$ cat src/cdr_pkg.sv
// Package of constants and types for the CPU dedicated register block
`default_nettype none
package cdr_pkg;
   // ****************************************
   // Widths
   // ****************************************
   localparam int unsigned WORD_W = 16; // Dedicated register width
   localparam int unsigned ADDR_W = 3; // Register port address width
   localparam int unsigned GPR_W = 3; // Register number within a bank
   localparam int unsigned BANK_W = 5; // Bank bits, 32 banks

   // ****************************************
   // Register port offsets
   // ****************************************
   localparam logic [2:0] OFF_PC = 3'h0; // Program counter
   localparam logic [2:0] OFF_ACC = 3'h1; // Accumulator
   localparam logic [2:0] OFF_TMP = 3'h2; // Temporary accumulator
   localparam logic [2:0] OFF_IDX = 3'h3; // Index register
   localparam logic [2:0] OFF_EXT = 3'h4; // Extra pointer
   localparam logic [2:0] OFF_STK = 3'h5; // Stack pointer
   localparam logic [2:0] OFF_PSW = 3'h6; // Program status word

   // ****************************************
   // Condition code bit positions
   // ****************************************
   localparam int unsigned CC_H = 7; // Half carry
   localparam int unsigned CC_I = 6; // Interrupt enable
   localparam int unsigned CC_IRQ_LEVEL_HI = 5; // Level high bit
   localparam int unsigned CC_IRQ_LEVEL_LO = 4; // Level low bit
   localparam int unsigned CC_N = 3; // Negative
   localparam int unsigned CC_Z = 2; // Zero
   localparam int unsigned CC_V = 1; // Overflow
   localparam int unsigned CC_C = 0; // Carry

   // ****************************************
   // Reset values
   // ****************************************
   localparam logic [15:0] RST_WORD = 16'h0000; // Pointers and data
   localparam logic [7:0] RST_BANK = 8'h00; // Bank pointer
   localparam logic [7:0] RST_CCR = 8'h30; // Interrupts off, lowest level

   // ****************************************
   // Memory layout
   // ****************************************
   localparam logic [7:0] GPR_BASE = 8'h01; // Upper bits of bank area
   localparam logic [15:0] IO_END = 16'h0080; // First address above I/O

   // ****************************************
   // Types
   // ****************************************
   typedef enum logic [1:0] {
      ALU_ADD = 2'b00, // Add temporary to accumulator
      ALU_SUB = 2'b01, // Subtract temporary from accumulator
      ALU_SHL = 2'b10, // Shift accumulator left
      ALU_SHR = 2'b11 // Shift accumulator right
   } cdr_alu_op_t;

   typedef struct packed {
      logic go; // One-cycle operation strobe
      logic wide; // 1: 16-bit, 0: 8-bit
      cdr_alu_op_t op; // Operation
   } cdr_alu_req_t;

   typedef struct packed {
      logic wr; // Write strobe
      logic rd; // Read strobe
      logic [2:0] addr; // Register offset
      logic [15:0] wdata; // Write data
   } cdr_bus_t;
endpackage : cdr_pkg
`default_nettype wire

$ cat src/cdr_regs.sv
// CPU dedicated registers, condition codes and bank addressing
//
// The register offsets and the plain strobed port were decided locally.
`default_nettype none
// Contract
// RL1: Sixteen-bit program counter of fetched instruction
// RL2: Sixteen-bit accumulator, byte ops use low byte
// RL3: Sixteen-bit temporary second operand, low byte
// RL4: Sixteen-bit index, extra and stack pointers
// RL5: Status word: bank pointer high, codes low
// RL6: Half carry from bit three to four
// RL7: Interrupt enable gates interrupts, reset clears
// RL8: Service only requests above stored level
// RL9: Negative flag copies result top bit
// RL10: Zero flag set on zero result
// RL11: Overflow flag on two's complement overflow
// RL12: Carry flag on carry out of bit seven
// RL13: Shifts load carry with shifted-out bit
// RL14: Byte registers in memory, 32 banks of eight
// RL15: Bank pointer selects active register bank
// RL16: 64K space, I/O lowest, data above
// RL17: Register address is base, bank, number
module cdr_regs (
   // Clock and reset
   input wire logic clk,
   input wire logic rst_n,
   // Register port
   input wire cdr_pkg::cdr_bus_t bus,
   output logic [15:0] rdata,
   // Arithmetic requests
   input wire cdr_pkg::cdr_alu_req_t alu,
   input wire logic pc_inc,
   // Interrupt requests
   input wire logic irq_req,
   input wire logic [1:0] irq_lvl,
   output logic irq_take,
   // Memory addressing
   input wire logic [2:0] gpr_num,
   input wire logic [15:0] probe_addr,
   output logic [15:0] gpr_addr,
   output logic addr_is_io
);
   // ****************************************
   // Storage
   // ****************************************
   logic [15:0] pc_reg; // Program counter
   logic [15:0] acc_reg; // Accumulator
   logic [15:0] tmp_reg; // Temporary accumulator
   logic [15:0] idx_reg; // Index register
   logic [15:0] ext_reg; // Extra pointer
   logic [15:0] stk_reg; // Stack pointer
   logic [7:0] bank_reg; // Bank pointer
   logic [7:0] ccr_reg; // Condition codes
   logic [15:0] rdata_reg; // Read data
   logic irq_take_reg; // Interrupt accepted
   logic [15:0] gpr_addr_reg; // Register address
   logic io_reg; // Probe in I/O area

   // ****************************************
   // Decode
   // ****************************************
   logic [15:0] prog_status_word; // Status word view
   logic wr_pc, wr_acc, wr_tmp, wr_psw; // Write selects
   logic [15:0] res; // Operation result
   logic c_new, v_new, h_new, n_new, z_new; // New flags
   logic [16:0] add17, sub17; // Full width sums
   logic [8:0] add9, sub9; // Byte sums
   logic [4:0] add5, sub5; // Nibble sums

   assign prog_status_word = {bank_reg, ccr_reg}; // [RL5]
   assign wr_pc = bus.wr && bus.addr == cdr_pkg::OFF_PC;
   assign wr_acc = bus.wr && bus.addr == cdr_pkg::OFF_ACC;
   assign wr_tmp = bus.wr && bus.addr == cdr_pkg::OFF_TMP;
   assign wr_psw = bus.wr && bus.addr == cdr_pkg::OFF_PSW;

   // ****************************************
   // Arithmetic
   // ****************************************
   assign add17 = {1'b0, acc_reg} + {1'b0, tmp_reg};
   assign sub17 = {1'b0, acc_reg} - {1'b0, tmp_reg};
   assign add9 = {1'b0, acc_reg[7:0]} + {1'b0, tmp_reg[7:0]};
   assign sub9 = {1'b0, acc_reg[7:0]} - {1'b0, tmp_reg[7:0]};
   assign add5 = {1'b0, acc_reg[3:0]} + {1'b0, tmp_reg[3:0]};
   assign sub5 = {1'b0, acc_reg[3:0]} - {1'b0, tmp_reg[3:0]};

   // Result and flags of the requested operation
   always_comb begin
      res = acc_reg;
      c_new = ccr_reg[cdr_pkg::CC_C];
      v_new = ccr_reg[cdr_pkg::CC_V];
      h_new = ccr_reg[cdr_pkg::CC_H];
      case (alu.op)
         cdr_pkg::ALU_ADD: begin
            h_new = add5[4]; // [RL6]
            if (alu.wide) begin
               res = add17[15:0];
               c_new = add17[16];
               v_new = (acc_reg[15] == tmp_reg[15]) && (res[15] != acc_reg[15]);
            end else begin
               // Byte op keeps the high byte
               res = {acc_reg[15:8], add9[7:0]}; // [RL2] [RL3]
               c_new = add9[8]; // [RL12]
               v_new = (acc_reg[7] == tmp_reg[7]) && (res[7] != acc_reg[7]); // [RL11]
            end
         end
         cdr_pkg::ALU_SUB: begin
            h_new = sub5[4]; // [RL6]
            if (alu.wide) begin
               res = sub17[15:0];
               c_new = sub17[16];
               v_new = (acc_reg[15] != tmp_reg[15]) && (res[15] != acc_reg[15]);
            end else begin
               res = {acc_reg[15:8], sub9[7:0]}; // [RL2]
               c_new = sub9[8]; // [RL12]
               v_new = (acc_reg[7] != tmp_reg[7]) && (res[7] != acc_reg[7]); // [RL11]
            end
         end
         cdr_pkg::ALU_SHL: begin
            // Carry takes the bit pushed out
            if (alu.wide) begin
               res = {acc_reg[14:0], 1'b0};
               c_new = acc_reg[15]; // [RL13]
            end else begin
               res = {acc_reg[15:8], acc_reg[6:0], 1'b0};
               c_new = acc_reg[7]; // [RL13]
            end
         end
         cdr_pkg::ALU_SHR: begin
            c_new = acc_reg[0]; // [RL13]
            if (alu.wide) begin
               res = {1'b0, acc_reg[15:1]};
            end else begin
               res = {acc_reg[15:8], 1'b0, acc_reg[7:1]};
            end
         end
         default: begin
            res = acc_reg;
         end
      endcase
      n_new = alu.wide ? res[15] : res[7]; // [RL9]
      z_new = alu.wide ? (res == 16'h0000) : (res[7:0] == 8'h00); // [RL10]
   end

   // ****************************************
   // Program counter
   // ****************************************
   // Bus write wins over increment
   always_ff @(posedge clk or negedge rst_n) begin
      if (!rst_n) begin
         pc_reg <= cdr_pkg::RST_WORD;
      end else if (wr_pc) begin
         pc_reg <= bus.wdata;
      end else if (pc_inc) begin
         pc_reg <= pc_reg + 16'h0001; // [RL1]
      end
   end

   // ****************************************
   // Accumulator
   // ****************************************
   // Operation result wins over bus write
   always_ff @(posedge clk or negedge rst_n) begin
      if (!rst_n) begin
         acc_reg <= cdr_pkg::RST_WORD;
      end else if (alu.go) begin
         acc_reg <= res; // [RL2]
      end else if (wr_acc) begin
         acc_reg <= bus.wdata;
      end
   end

   // ****************************************
   // Temporary accumulator
   // ****************************************
   // Second operand, loaded by software only
   always_ff @(posedge clk or negedge rst_n) begin
      if (!rst_n) begin
         tmp_reg <= cdr_pkg::RST_WORD;
      end else if (wr_tmp) begin
         tmp_reg <= bus.wdata; // [RL3]
      end
   end

   // ****************************************
   // Pointers
   // ****************************************
   // Index, extra and stack pointers
   always_ff @(posedge clk or negedge rst_n) begin
      if (!rst_n) begin
         idx_reg <= cdr_pkg::RST_WORD;
         ext_reg <= cdr_pkg::RST_WORD;
         stk_reg <= cdr_pkg::RST_WORD;
      end else if (bus.wr) begin
         case (bus.addr)
            cdr_pkg::OFF_IDX: idx_reg <= bus.wdata; // [RL4]
            cdr_pkg::OFF_EXT: ext_reg <= bus.wdata; // [RL4]
            cdr_pkg::OFF_STK: stk_reg <= bus.wdata; // [RL4]
            default: begin
               idx_reg <= idx_reg;
            end
         endcase
      end
   end

   // ****************************************
   // Status word
   // ****************************************
   // Bank pointer from the high byte
   always_ff @(posedge clk or negedge rst_n) begin
      if (!rst_n) begin
         bank_reg <= cdr_pkg::RST_BANK;
      end else if (wr_psw) begin
         bank_reg <= bus.wdata[15:8]; // [RL5]
      end
   end

   // Condition codes, flag updates win over a write
   always_ff @(posedge clk or negedge rst_n) begin
      if (!rst_n) begin
         ccr_reg <= cdr_pkg::RST_CCR; // [RL7]
      end else begin
         if (wr_psw) begin
            ccr_reg <= bus.wdata[7:0]; // [RL5]
         end
         if (alu.go) begin
            ccr_reg[cdr_pkg::CC_H] <= h_new; // [RL6]
            ccr_reg[cdr_pkg::CC_N] <= n_new; // [RL9]
            ccr_reg[cdr_pkg::CC_Z] <= z_new; // [RL10]
            ccr_reg[cdr_pkg::CC_V] <= v_new; // [RL11]
            ccr_reg[cdr_pkg::CC_C] <= c_new; // [RL12]
         end
      end
   end

   // ****************************************
   // Read port
   // ****************************************
   // Data in the cycle after the strobe
   always_ff @(posedge clk or negedge rst_n) begin
      if (!rst_n) begin
         rdata_reg <= cdr_pkg::RST_WORD;
      end else if (bus.rd) begin
         case (bus.addr)
            cdr_pkg::OFF_PC: rdata_reg <= pc_reg;
            cdr_pkg::OFF_ACC: rdata_reg <= acc_reg;
            cdr_pkg::OFF_TMP: rdata_reg <= tmp_reg;
            cdr_pkg::OFF_IDX: rdata_reg <= idx_reg;
            cdr_pkg::OFF_EXT: rdata_reg <= ext_reg;
            cdr_pkg::OFF_STK: rdata_reg <= stk_reg;
            cdr_pkg::OFF_PSW: rdata_reg <= prog_status_word; // [RL5]
            default: rdata_reg <= 16'h0000;
         endcase
      end else begin
         rdata_reg <= 16'h0000;
      end
   end

   // ****************************************
   // Interrupt acceptance
   // ****************************************
   // Lower number ranks higher
   always_ff @(posedge clk or negedge rst_n) begin
      if (!rst_n) begin
         irq_take_reg <= 1'b0;
      end else begin
         irq_take_reg <= irq_req && ccr_reg[cdr_pkg::CC_I] // [RL7]
            && (irq_lvl < ccr_reg[cdr_pkg::CC_IRQ_LEVEL_HI:cdr_pkg::CC_IRQ_LEVEL_LO]); // [RL8]
      end
   end

   // ****************************************
   // Memory addressing
   // ****************************************
   // Bank register address and area check
   always_ff @(posedge clk or negedge rst_n) begin
      if (!rst_n) begin
         gpr_addr_reg <= cdr_pkg::RST_WORD;
         io_reg <= 1'b0;
      end else begin
         gpr_addr_reg <= {cdr_pkg::GPR_BASE, bank_reg[4:0], gpr_num}; // [RL14] [RL15] [RL17]
         io_reg <= probe_addr < cdr_pkg::IO_END; // [RL16]
      end
   end

   assign rdata = rdata_reg;
   assign irq_take = irq_take_reg;
   assign gpr_addr = gpr_addr_reg;
   assign addr_is_io = io_reg;

   // ****************************************
   // Checks
   // ****************************************
   property p_pc_inc;
      @(posedge clk) disable iff (!rst_n)
      pc_inc && !wr_pc |=> pc_reg == $past(pc_reg) + 16'h0001;
   endproperty
   a_pc_inc: assert property (p_pc_inc) else $error("pc not incremented"); // [RL1]

   property p_acc_high;
      @(posedge clk) disable iff (!rst_n)
      alu.go && !alu.wide |=> acc_reg[15:8] == $past(acc_reg[15:8]);
   endproperty
   a_acc_high: assert property (p_acc_high) else $error("byte op changed high"); // [RL2]

   property p_tmp_hold;
      @(posedge clk) disable iff (!rst_n)
      alu.go && !wr_tmp |=> $stable(tmp_reg);
   endproperty
   a_tmp_hold: assert property (p_tmp_hold) else $error("operand changed"); // [RL3]

   property p_psw_read;
      @(posedge clk) disable iff (!rst_n)
      bus.rd && bus.addr == cdr_pkg::OFF_PSW |=> rdata == $past(prog_status_word);
   endproperty
   a_psw_read: assert property (p_psw_read) else $error("status read wrong"); // [RL5]

   property p_half;
      @(posedge clk) disable iff (!rst_n)
      alu.go && alu.op == cdr_pkg::ALU_ADD
      |=> ccr_reg[cdr_pkg::CC_H] == $past(add5[4]);
   endproperty
   a_half: assert property (p_half) else $error("half carry wrong"); // [RL6]

   property p_neg;
      @(posedge clk) disable iff (!rst_n)
      alu.go |=> ccr_reg[cdr_pkg::CC_N] == ($past(alu.wide) ? acc_reg[15] : acc_reg[7]);
   endproperty
   a_neg: assert property (p_neg) else $error("negative flag wrong"); // [RL9]

   property p_zero;
      @(posedge clk) disable iff (!rst_n)
      alu.go && !alu.wide |=> ccr_reg[cdr_pkg::CC_Z] == (acc_reg[7:0] == 8'h00);
   endproperty
   a_zero: assert property (p_zero) else $error("zero flag wrong"); // [RL10]

   property p_shl_c;
      @(posedge clk) disable iff (!rst_n)
      alu.go && !alu.wide && alu.op == cdr_pkg::ALU_SHL
      |=> ccr_reg[cdr_pkg::CC_C] == $past(acc_reg[7]);
   endproperty
   a_shl_c: assert property (p_shl_c) else $error("shift carry wrong"); // [RL13]

   property p_ie_block;
      @(posedge clk) disable iff (!rst_n)
      !ccr_reg[cdr_pkg::CC_I] |=> !irq_take;
   endproperty
   a_ie_block: assert property (p_ie_block) else $error("taken while disabled"); // [RL7]

   property p_level;
      @(posedge clk) disable iff (!rst_n)
      irq_req && ccr_reg[cdr_pkg::CC_I] && irq_lvl >= ccr_reg[5:4] |=> !irq_take;
   endproperty
   a_level: assert property (p_level) else $error("low level taken"); // [RL8]

   property p_gpr;
      @(posedge clk) disable iff (!rst_n)
      // Start only once reset was seen released, the flop holds zero at the release edge
      rst_n |=> gpr_addr[7:3] == $past(bank_reg[4:0]) && gpr_addr[2:0] == $past(gpr_num);
   endproperty
   a_gpr: assert property (p_gpr) else $error("bank address wrong"); // [RL15]

   c_take: cover property (@(posedge clk) disable iff (!rst_n) irq_take);
   c_carry: cover property (@(posedge clk) disable iff (!rst_n)
      alu.go ##1 ccr_reg[cdr_pkg::CC_C]);
   c_ovf: cover property (@(posedge clk) disable iff (!rst_n)
      alu.go ##1 ccr_reg[cdr_pkg::CC_V]);
endmodule : cdr_regs
`default_nettype wire

$ cat config.mk
export PLATFORM = sky130hd
export DESIGN_NAME = cdr_regs
export DESIGN_NICKNAME = d
export VERILOG_FILES = /design/src/cdr_pkg.sv /design/src/cdr_regs.sv
export SDC_FILE = /design/constraint.sdc
export NUM_CORES = 1
export LEC_CHECK = 0
export ABC_AREA = 1
export BUFFER_PORTS_ARGS = -buffer_cell sky130_fd_sc_hd__buf_2
export CORE_MARGIN = 2
export CORE_UTILIZATION = 50
export DETAILED_ROUTE_END_ITERATION = 7
export PLACE_DENSITY = 0.68
export SETUP_SLACK_MARGIN = 0.02
export SYNTH_ARGS = -nofsm -noshare
export SYNTH_HDL_FRONTEND = slang
export SYNTH_SLANG_ARGS = --single-unit
$ cat constraint.sdc
create_clock -name clk -period 2.5 [get_ports clk]
set_input_delay 0.75 -clock clk [delete_from_list [all_inputs] [get_ports clk]]
set_output_delay 0.75 -clock clk [all_outputs]
set_load 0.005 [all_outputs]
### After elaboration in Yosys (flattened, before gate mapping)

Index checks and enable logic that the tools add are counted.

| storage, ports and cells | value |
|---|---|
| flip-flop bits (word level) | 139 |
| output and inout bits | 34 |

| operators by class | value |
|---|---|
| add/sub/neg operators | 7 |
| $lt $le $gt $ge | 2 |
| equal/unequal tests | 18 |
| muxes and demuxes | 24 |
| reduce and logical (&&, ||, !) cells | 21 |

Operators by type and width:

| kind | count |
|---|---|
| $mux 16 | 9 |
| $pmux 16 s7 | 1 |
| $pmux 16 s4 | 1 |
| $add 16x16->17 | 1 |
| $sub 16x16->17 | 1 |
| $add 16x1->16 const B | 1 |
| $logic_not 16->1 | 1 |
| $lt 16x8->1 const B | 1 |
| $logic_and 1x1->1 | 10 |
| $add 8x8->9 | 1 |
| $eq 3x3->1 const B | 3 |
| $sub 8x8->9 | 1 |
| $logic_not 8->1 | 1 |
| $mux 1 | 8 |
| $mux 8 | 1 |
| $reduce_and 2->1 | 4 |
| $eq 3x2->1 const B | 2 |
| $ne 1x1->1 | 6 |
| $reduce_bool 2->1 | 3 |
| $add 4x4->5 | 1 |
| $sub 4x4->5 | 1 |
| $eq 2x2->1 const B | 2 |
| $mux 4 | 1 |
| $pmux 1 s2 | 2 |
| other kinds (8) | 9 |

### Depth between registers and ports, before layout

| depth | value |
|---|---|
| word-level depth | 6 |
| mapped depth | 23 |
| gate-level depth less buffers | 22 |

### Worst setup path before layout

Ideal clock, no wire load.

| timing | value |
|---|---|
| path type | input-to-reg |
| start | input alu[0] in the netlist's numbering |
| end | register ccr_reg[7] |
| setup time | 130 ps |
| arrival time | 2432 ps |
| data required time | 2370 ps |
| path slack | -61 ps |
| cell stages on the path | 13 |
| path buffers | 2 |
| path through | buf_2 clkinv_1 nor2_1 buf_2 nand2_1 o21ai_0 ha_1 a21o_1 a21o_1 a21oi_1 a21oi_1 o21ai_0 a31oi_1 |

| on the way | value |
|---|---|
| longest elaborated chain between the ends | 3 |

RTL lines:

| what | line | RTL |
|---|---|---|
| start: declaration | cdr_regs.sv:31 | `input wire cdr_pkg::cdr_alu_req_t alu,` |
| $eq 2x1->1 / $logic_not 2->1 (equally long branches) | cdr_regs.sv:92 | `case (alu.op)` |
| $pmux 1 s2 / $ne 3x1->1 (equally long branches) | - |  |
| $mux 1 / $reduce_and 2->1 (equally long branches) | - |  |
| end signal: indexed assignment | cdr_regs.sv:226 | `ccr_reg[cdr_pkg::CC_H] <= h_new;` |
| end signal: indexed assignment | cdr_regs.sv:227 | `ccr_reg[cdr_pkg::CC_N] <= n_new;` |
| end signal: indexed assignment | cdr_regs.sv:228 | `ccr_reg[cdr_pkg::CC_Z] <= z_new;` |
| end: declaration | cdr_regs.sv:53 | `logic [7:0] ccr_reg;` |

Several ways; a longest one is shown, not always the timed one.
A chain may end at the register's enable or synchronous reset.

### Worst setup path after layout

| timing | value |
|---|---|
| start | register tmp_reg[3] |
| end | register ccr_reg[2] |

| on the way | value |
|---|---|
| longest elaborated chain between the ends | 6 |

RTL lines:

| what | line | RTL |
|---|---|---|
| start: declaration | cdr_regs.sv:48 | `logic [15:0] tmp_reg;` |
| start signal: assignment | cdr_regs.sv:178 | `tmp_reg <= cdr_pkg::RST_WORD;` |
| start signal: assignment | cdr_regs.sv:180 | `tmp_reg <= bus.wdata;` |
| $sub 16x16->17 (tied with other cells) | cdr_regs.sv:80 | `assign sub17 = {1'b0, acc_reg} - {1'b0, tmp_reg};` |
| $mux 16 (on tied branches) | cdr_regs.sv:108, cdr_regs.sv:95 |  |
| $pmux 16 s4 (*) | cdr_regs.sv:92 |  |
| $logic_not 16->1 / $logic_not 8->1 (equally long branches) | cdr_regs.sv:141 | `z_new = alu.wide ? (res == 16'h0000) : (res[7:0] == 8'h00);` |
| $mux 1 (*) | cdr_regs.sv:141 |  |
| $mux 4 (*) | cdr_regs.sv:225 | `if (alu.go) begin` |

Every way passes the cells marked *; elsewhere a longest branch is shown, timed or not.

==> flow_summary.toml <==
[synth]
synth_top_family_by_area = "simple AND/OR/NAND/NOR gates"
ys_top_cells_by_area = "dfrtp_1 (38%), nand2_1 (14%), inv_1 (7.0%)"
ys.flop_type = "dfrtp_1"
synth_cell_type_count = 53
synthDominantAreaCellType = "dfrtp_1"
muxShareOfSynthArea = 0
synth-seq-cells = 139
yosys_warnings = 0
synth-async-reset-ratio = 1.000
synth_top_area_share = 0.3793
synth_xor_area_frac = 0.02423
netlist_instances = 1220
yosys.area_share.simple = 0.2379
synth_compound_area_frac = 0.1854
netlist_area_um2 = 9037
syn_avg_cell_area_um2 = 7.408
synth-edff-count = 0
synth_fa_ha_area_frac = 0.05842
ys_seq_area_frac = 0.3852

[critical_path]
critPathKind = "reg -> reg"
worstRegToRegCells = 17
arrival_ns = 2.77
cp-end-kind = "flop"
cp-start-kind = "flop"
required_ns = 2.87
cp_max_fo = 6

[die]
num_rows = 49
core-area_um2 = 17840
io_pins = 84
dieArea_um2 = 19170
die-height_um = 138.4
chipWidth_um = 138.4
start_util = 0.5066

[clocking]
clk_latency_ns = 0.43
path_clk_slew_ns = 0.07
ctsHoldBuffers = 0
cts_root_buf = "clkbuf_16"
cts_tree = "done"
h-tree-depth = 4
cts_buffers = 17
cts_buffer_depth = 2
clock-sinks = 139

[power_and_ir_drop]
finalPower_mw = 10.13
p_leak_nw = 5.692
p_seq_frac = 0.302
vdd_drop_max_v = 0.0006996
intPower_mw = 5.922
power_switching_mw = 4.205
p_per_area_nw_per_um2 = 918.9
p_clk_frac = 0.249
sw_frac_of_total = 0.4152
comb_power_share = 0.449

[run_status]
outcome = "completed"

[run]
drv_cap = 0

[grt]
antenna_found_initial = 0
grt_pass1_vias = 8294
overflow = 0
grt_pass1_wl_um = 43640
grt_max_degree = 54
gr-usage-all-layers = 0.2866

[layout]
finalNetCount = 1451
drive_above_1_share = 0.2294
fill_cells = 1599
diodes = 0
fin_util = 0.6177
syn_to_final_growth_pct = 21.94

[timing]
finalCriticalPeriod_ns = 2.400
finalHoldViolations = 0
post-route-period-util = 0.9601
clock_skew_ns = 0.01361
rsz0062_at_grt = "true"
max_clock_freq_mhz = 416.6
slew_violations = 0
setup_viol = 0

[place]
gp_congestion = 0.9455
dp_hpwl_um = 20970
port_buffers = 69

[detailed_routing]
drt_pass1_iterations = 5
finalWirelength_um = 28110
vias_per_cell = 5.579
drt-wirelength-per-cell_um = 17.55
drtAntennaViolNets = 0
route.detailed.drc = 0
vias = 8938
drt_first_iter_violations = 801

[min_path]
holdCritPathClass = "in -> async"
==> repair_timing <==
action | 4_1_cts | 5_1_grt
gates resized for setup | 2 | 68
setup endpoints to repair | 2 | 8
buffers inserted | 0 | 7
pin swaps | 0 | 20
==> path summary, 6_finish.rpt <==
check / startpoint / end / slack (ns)
worst min register to register: bank_reg[1]$_DFFE_PN0P_ / gpr_addr[4]$_DFF_PN0_ / 0.41
min in group clk: bank_reg[1]$_DFFE_PN0P_ / gpr_addr[4]$_DFF_PN0_ / 0.41
max in group asynchronous: rst_n / ccr_reg[4]$_DFFE_PN1P_ / 1.56
worst max register to register: tmp_reg[3]$_DFFE_PN0P_ / ccr_reg[2]$_DFFE_PN0P_ / 0.1
worst min-delay path: rst_n / ext_reg[12]$_DFFE_PN0P_ / 0.23
worst max-delay path: tmp_reg[3]$_DFFE_PN0P_ / ccr_reg[2]$_DFFE_PN0P_ / 0.1
==> area by class of cell <==
| type | count | area [um^2] | share of cell area |
|---|---|---|---|
| Clock buffer | 18 | 439.2 | 0.03985 |
| Clock inverter | 14 | 148.9 | 0.01351 |
| Inverter | 188 | 708.2 | 0.06426 |
| Multi-Input combinational cell | 850 | 4877 | 0.4426 |
| Sequential cell | 139 | 3483 | 0.3161 |
| Tap cell | 229 | 286.5 | 0.02600 |
| Timing Repair Buffer | 164 | 1077 | 0.09775 |
==> synth_stat cells (all sizes together), types with 2 or more instances <==
| cell | number |
|---|---|
| clkbuf | 23 |
| buf | 26 |
| nor2 | 75 |
| dfstp | 2 |
| inv | 182 |
| o2111ai | 2 |
| o22ai | 10 |
| a221oi | 15 |
| clkinv | 6 |
| o21bai | 3 |
| ha | 39 |
| fa | 2 |
| a21o | 2 |
| o211ai | 4 |
| o31ai | 2 |
| a22oi | 6 |
| nand4 | 6 |
| a22o | 4 |
| xor2 | 24 |
| a211oi | 2 |
| a21oi | 62 |
| nand2 | 344 |
| dfrtp | 137 |
| nand3 | 59 |
| a31oi | 10 |
| conb | 2 |
| o221ai | 30 |
| nor3 | 17 |
| o21ai | 114 |
==> logic make-up after synthesis <==
group / after synthesis
AND/OR/NAND/NOR: 505
AO/OA/AOI/OAI: 271
buffers and inverters: 237
flip-flops: 139
adder cells (fa/ha/maj): 41
XOR/XNOR: 25
other: 2
==> cells in the final DEF (no fill, tap or decap), types with 3 or more instances in the layout <==
cell,synthesis,layout
nand2_1,330,316
inv_1,169,163
dfrtp_1,137,135
o21ai_0,108,106
buf_4,9,94
buf_2,12,68
nor2_1,68,65
a21oi_1,55,50
nand3_1,53,48
o221ai_1,29,29
xor2_1,24,24
nand2_2,12,24
ha_1,39,23
inv_2,13,19
clkbuf_16,0,17
a221oi_1,15,15
a21oi_2,7,12
nand3_2,6,11
ha_4,0,11
o22ai_1,10,10
nor3_2,7,9
a31oi_1,10,9
nor2_2,6,9
nor3_1,10,8
conb_1,2,8
a22oi_1,6,6
nand4_1,6,6
o21ai_1,6,6
ha_2,0,5
inv_6,0,5
clkinv_1,5,4
a22o_1,4,4
o211ai_1,4,4
nand2_4,2,4
inv_8,0,3
clkinv_4,0,3
==> per-stage QoR <==
| step | setup WS [ns] | cell area (um^2) | cells | hold slack [ns] | TNS (ns) |
|---|---|---|---|---|---|
| finish | 0.09970 | 11020 | 1602 | 0.2260 | 0 |
| global route | -0.05234 | 11020 | 1602 | 0.2619 | -0.05234 |
| CTS | 0.02138 | 10690 | 1595 | 0.2431 | 0 |
| detailed placement | -0.01332 | 10100 | 1563 | 0.3937 | -0.01332 |
| global placement | -0.008606 | 10100 | 1563 | 0.3933 | -0.008606 |
| floorplan | 0.06404 | 9066 | 1226 | 0.3741 | 0 |
==> worst max-delay path: stages (launching register included) <==
cell and delay (ns):
dfrtp_1 0.40, inv_1 0.11, ha_2 0.32, nor2_1 0.17, nand3_2 0.17, nand2_2 0.11
nand4_1 0.16, nand2_1 0.11, nand2_1 0.05, nand3_1 0.08, nand3_1 0.10, nand2_2 0.09
nand2_1 0.08, nor2_1 0.11, nand2_1 0.08, nand2_1 0.08, nand2_2 0.06, nand2_1 0.05
==> per-layer routing <==
metal,vias to the layer above,track usage,wire length [um]
met1,4226,0.4052,12520
met2,359,0.4534,13010
met3,71,0.03706,1614
met5,-,0,0
met4,0,0.1079,964
li1,4282,-,-
==> power groups by stage <==
stage	sequential (mW)	clock, mW	combinational (mW)
after detailed placement	3.05	0	4.07
after global placement	3.04	0	4.02
final	3.06	2.52	4.55
after CTS	3.02	2.54	4.10
after global routing	3.10	2.63	5.04
after floorplan	3.02	0	2.79
No activity file was read; power rests on OpenSTA's default activity.
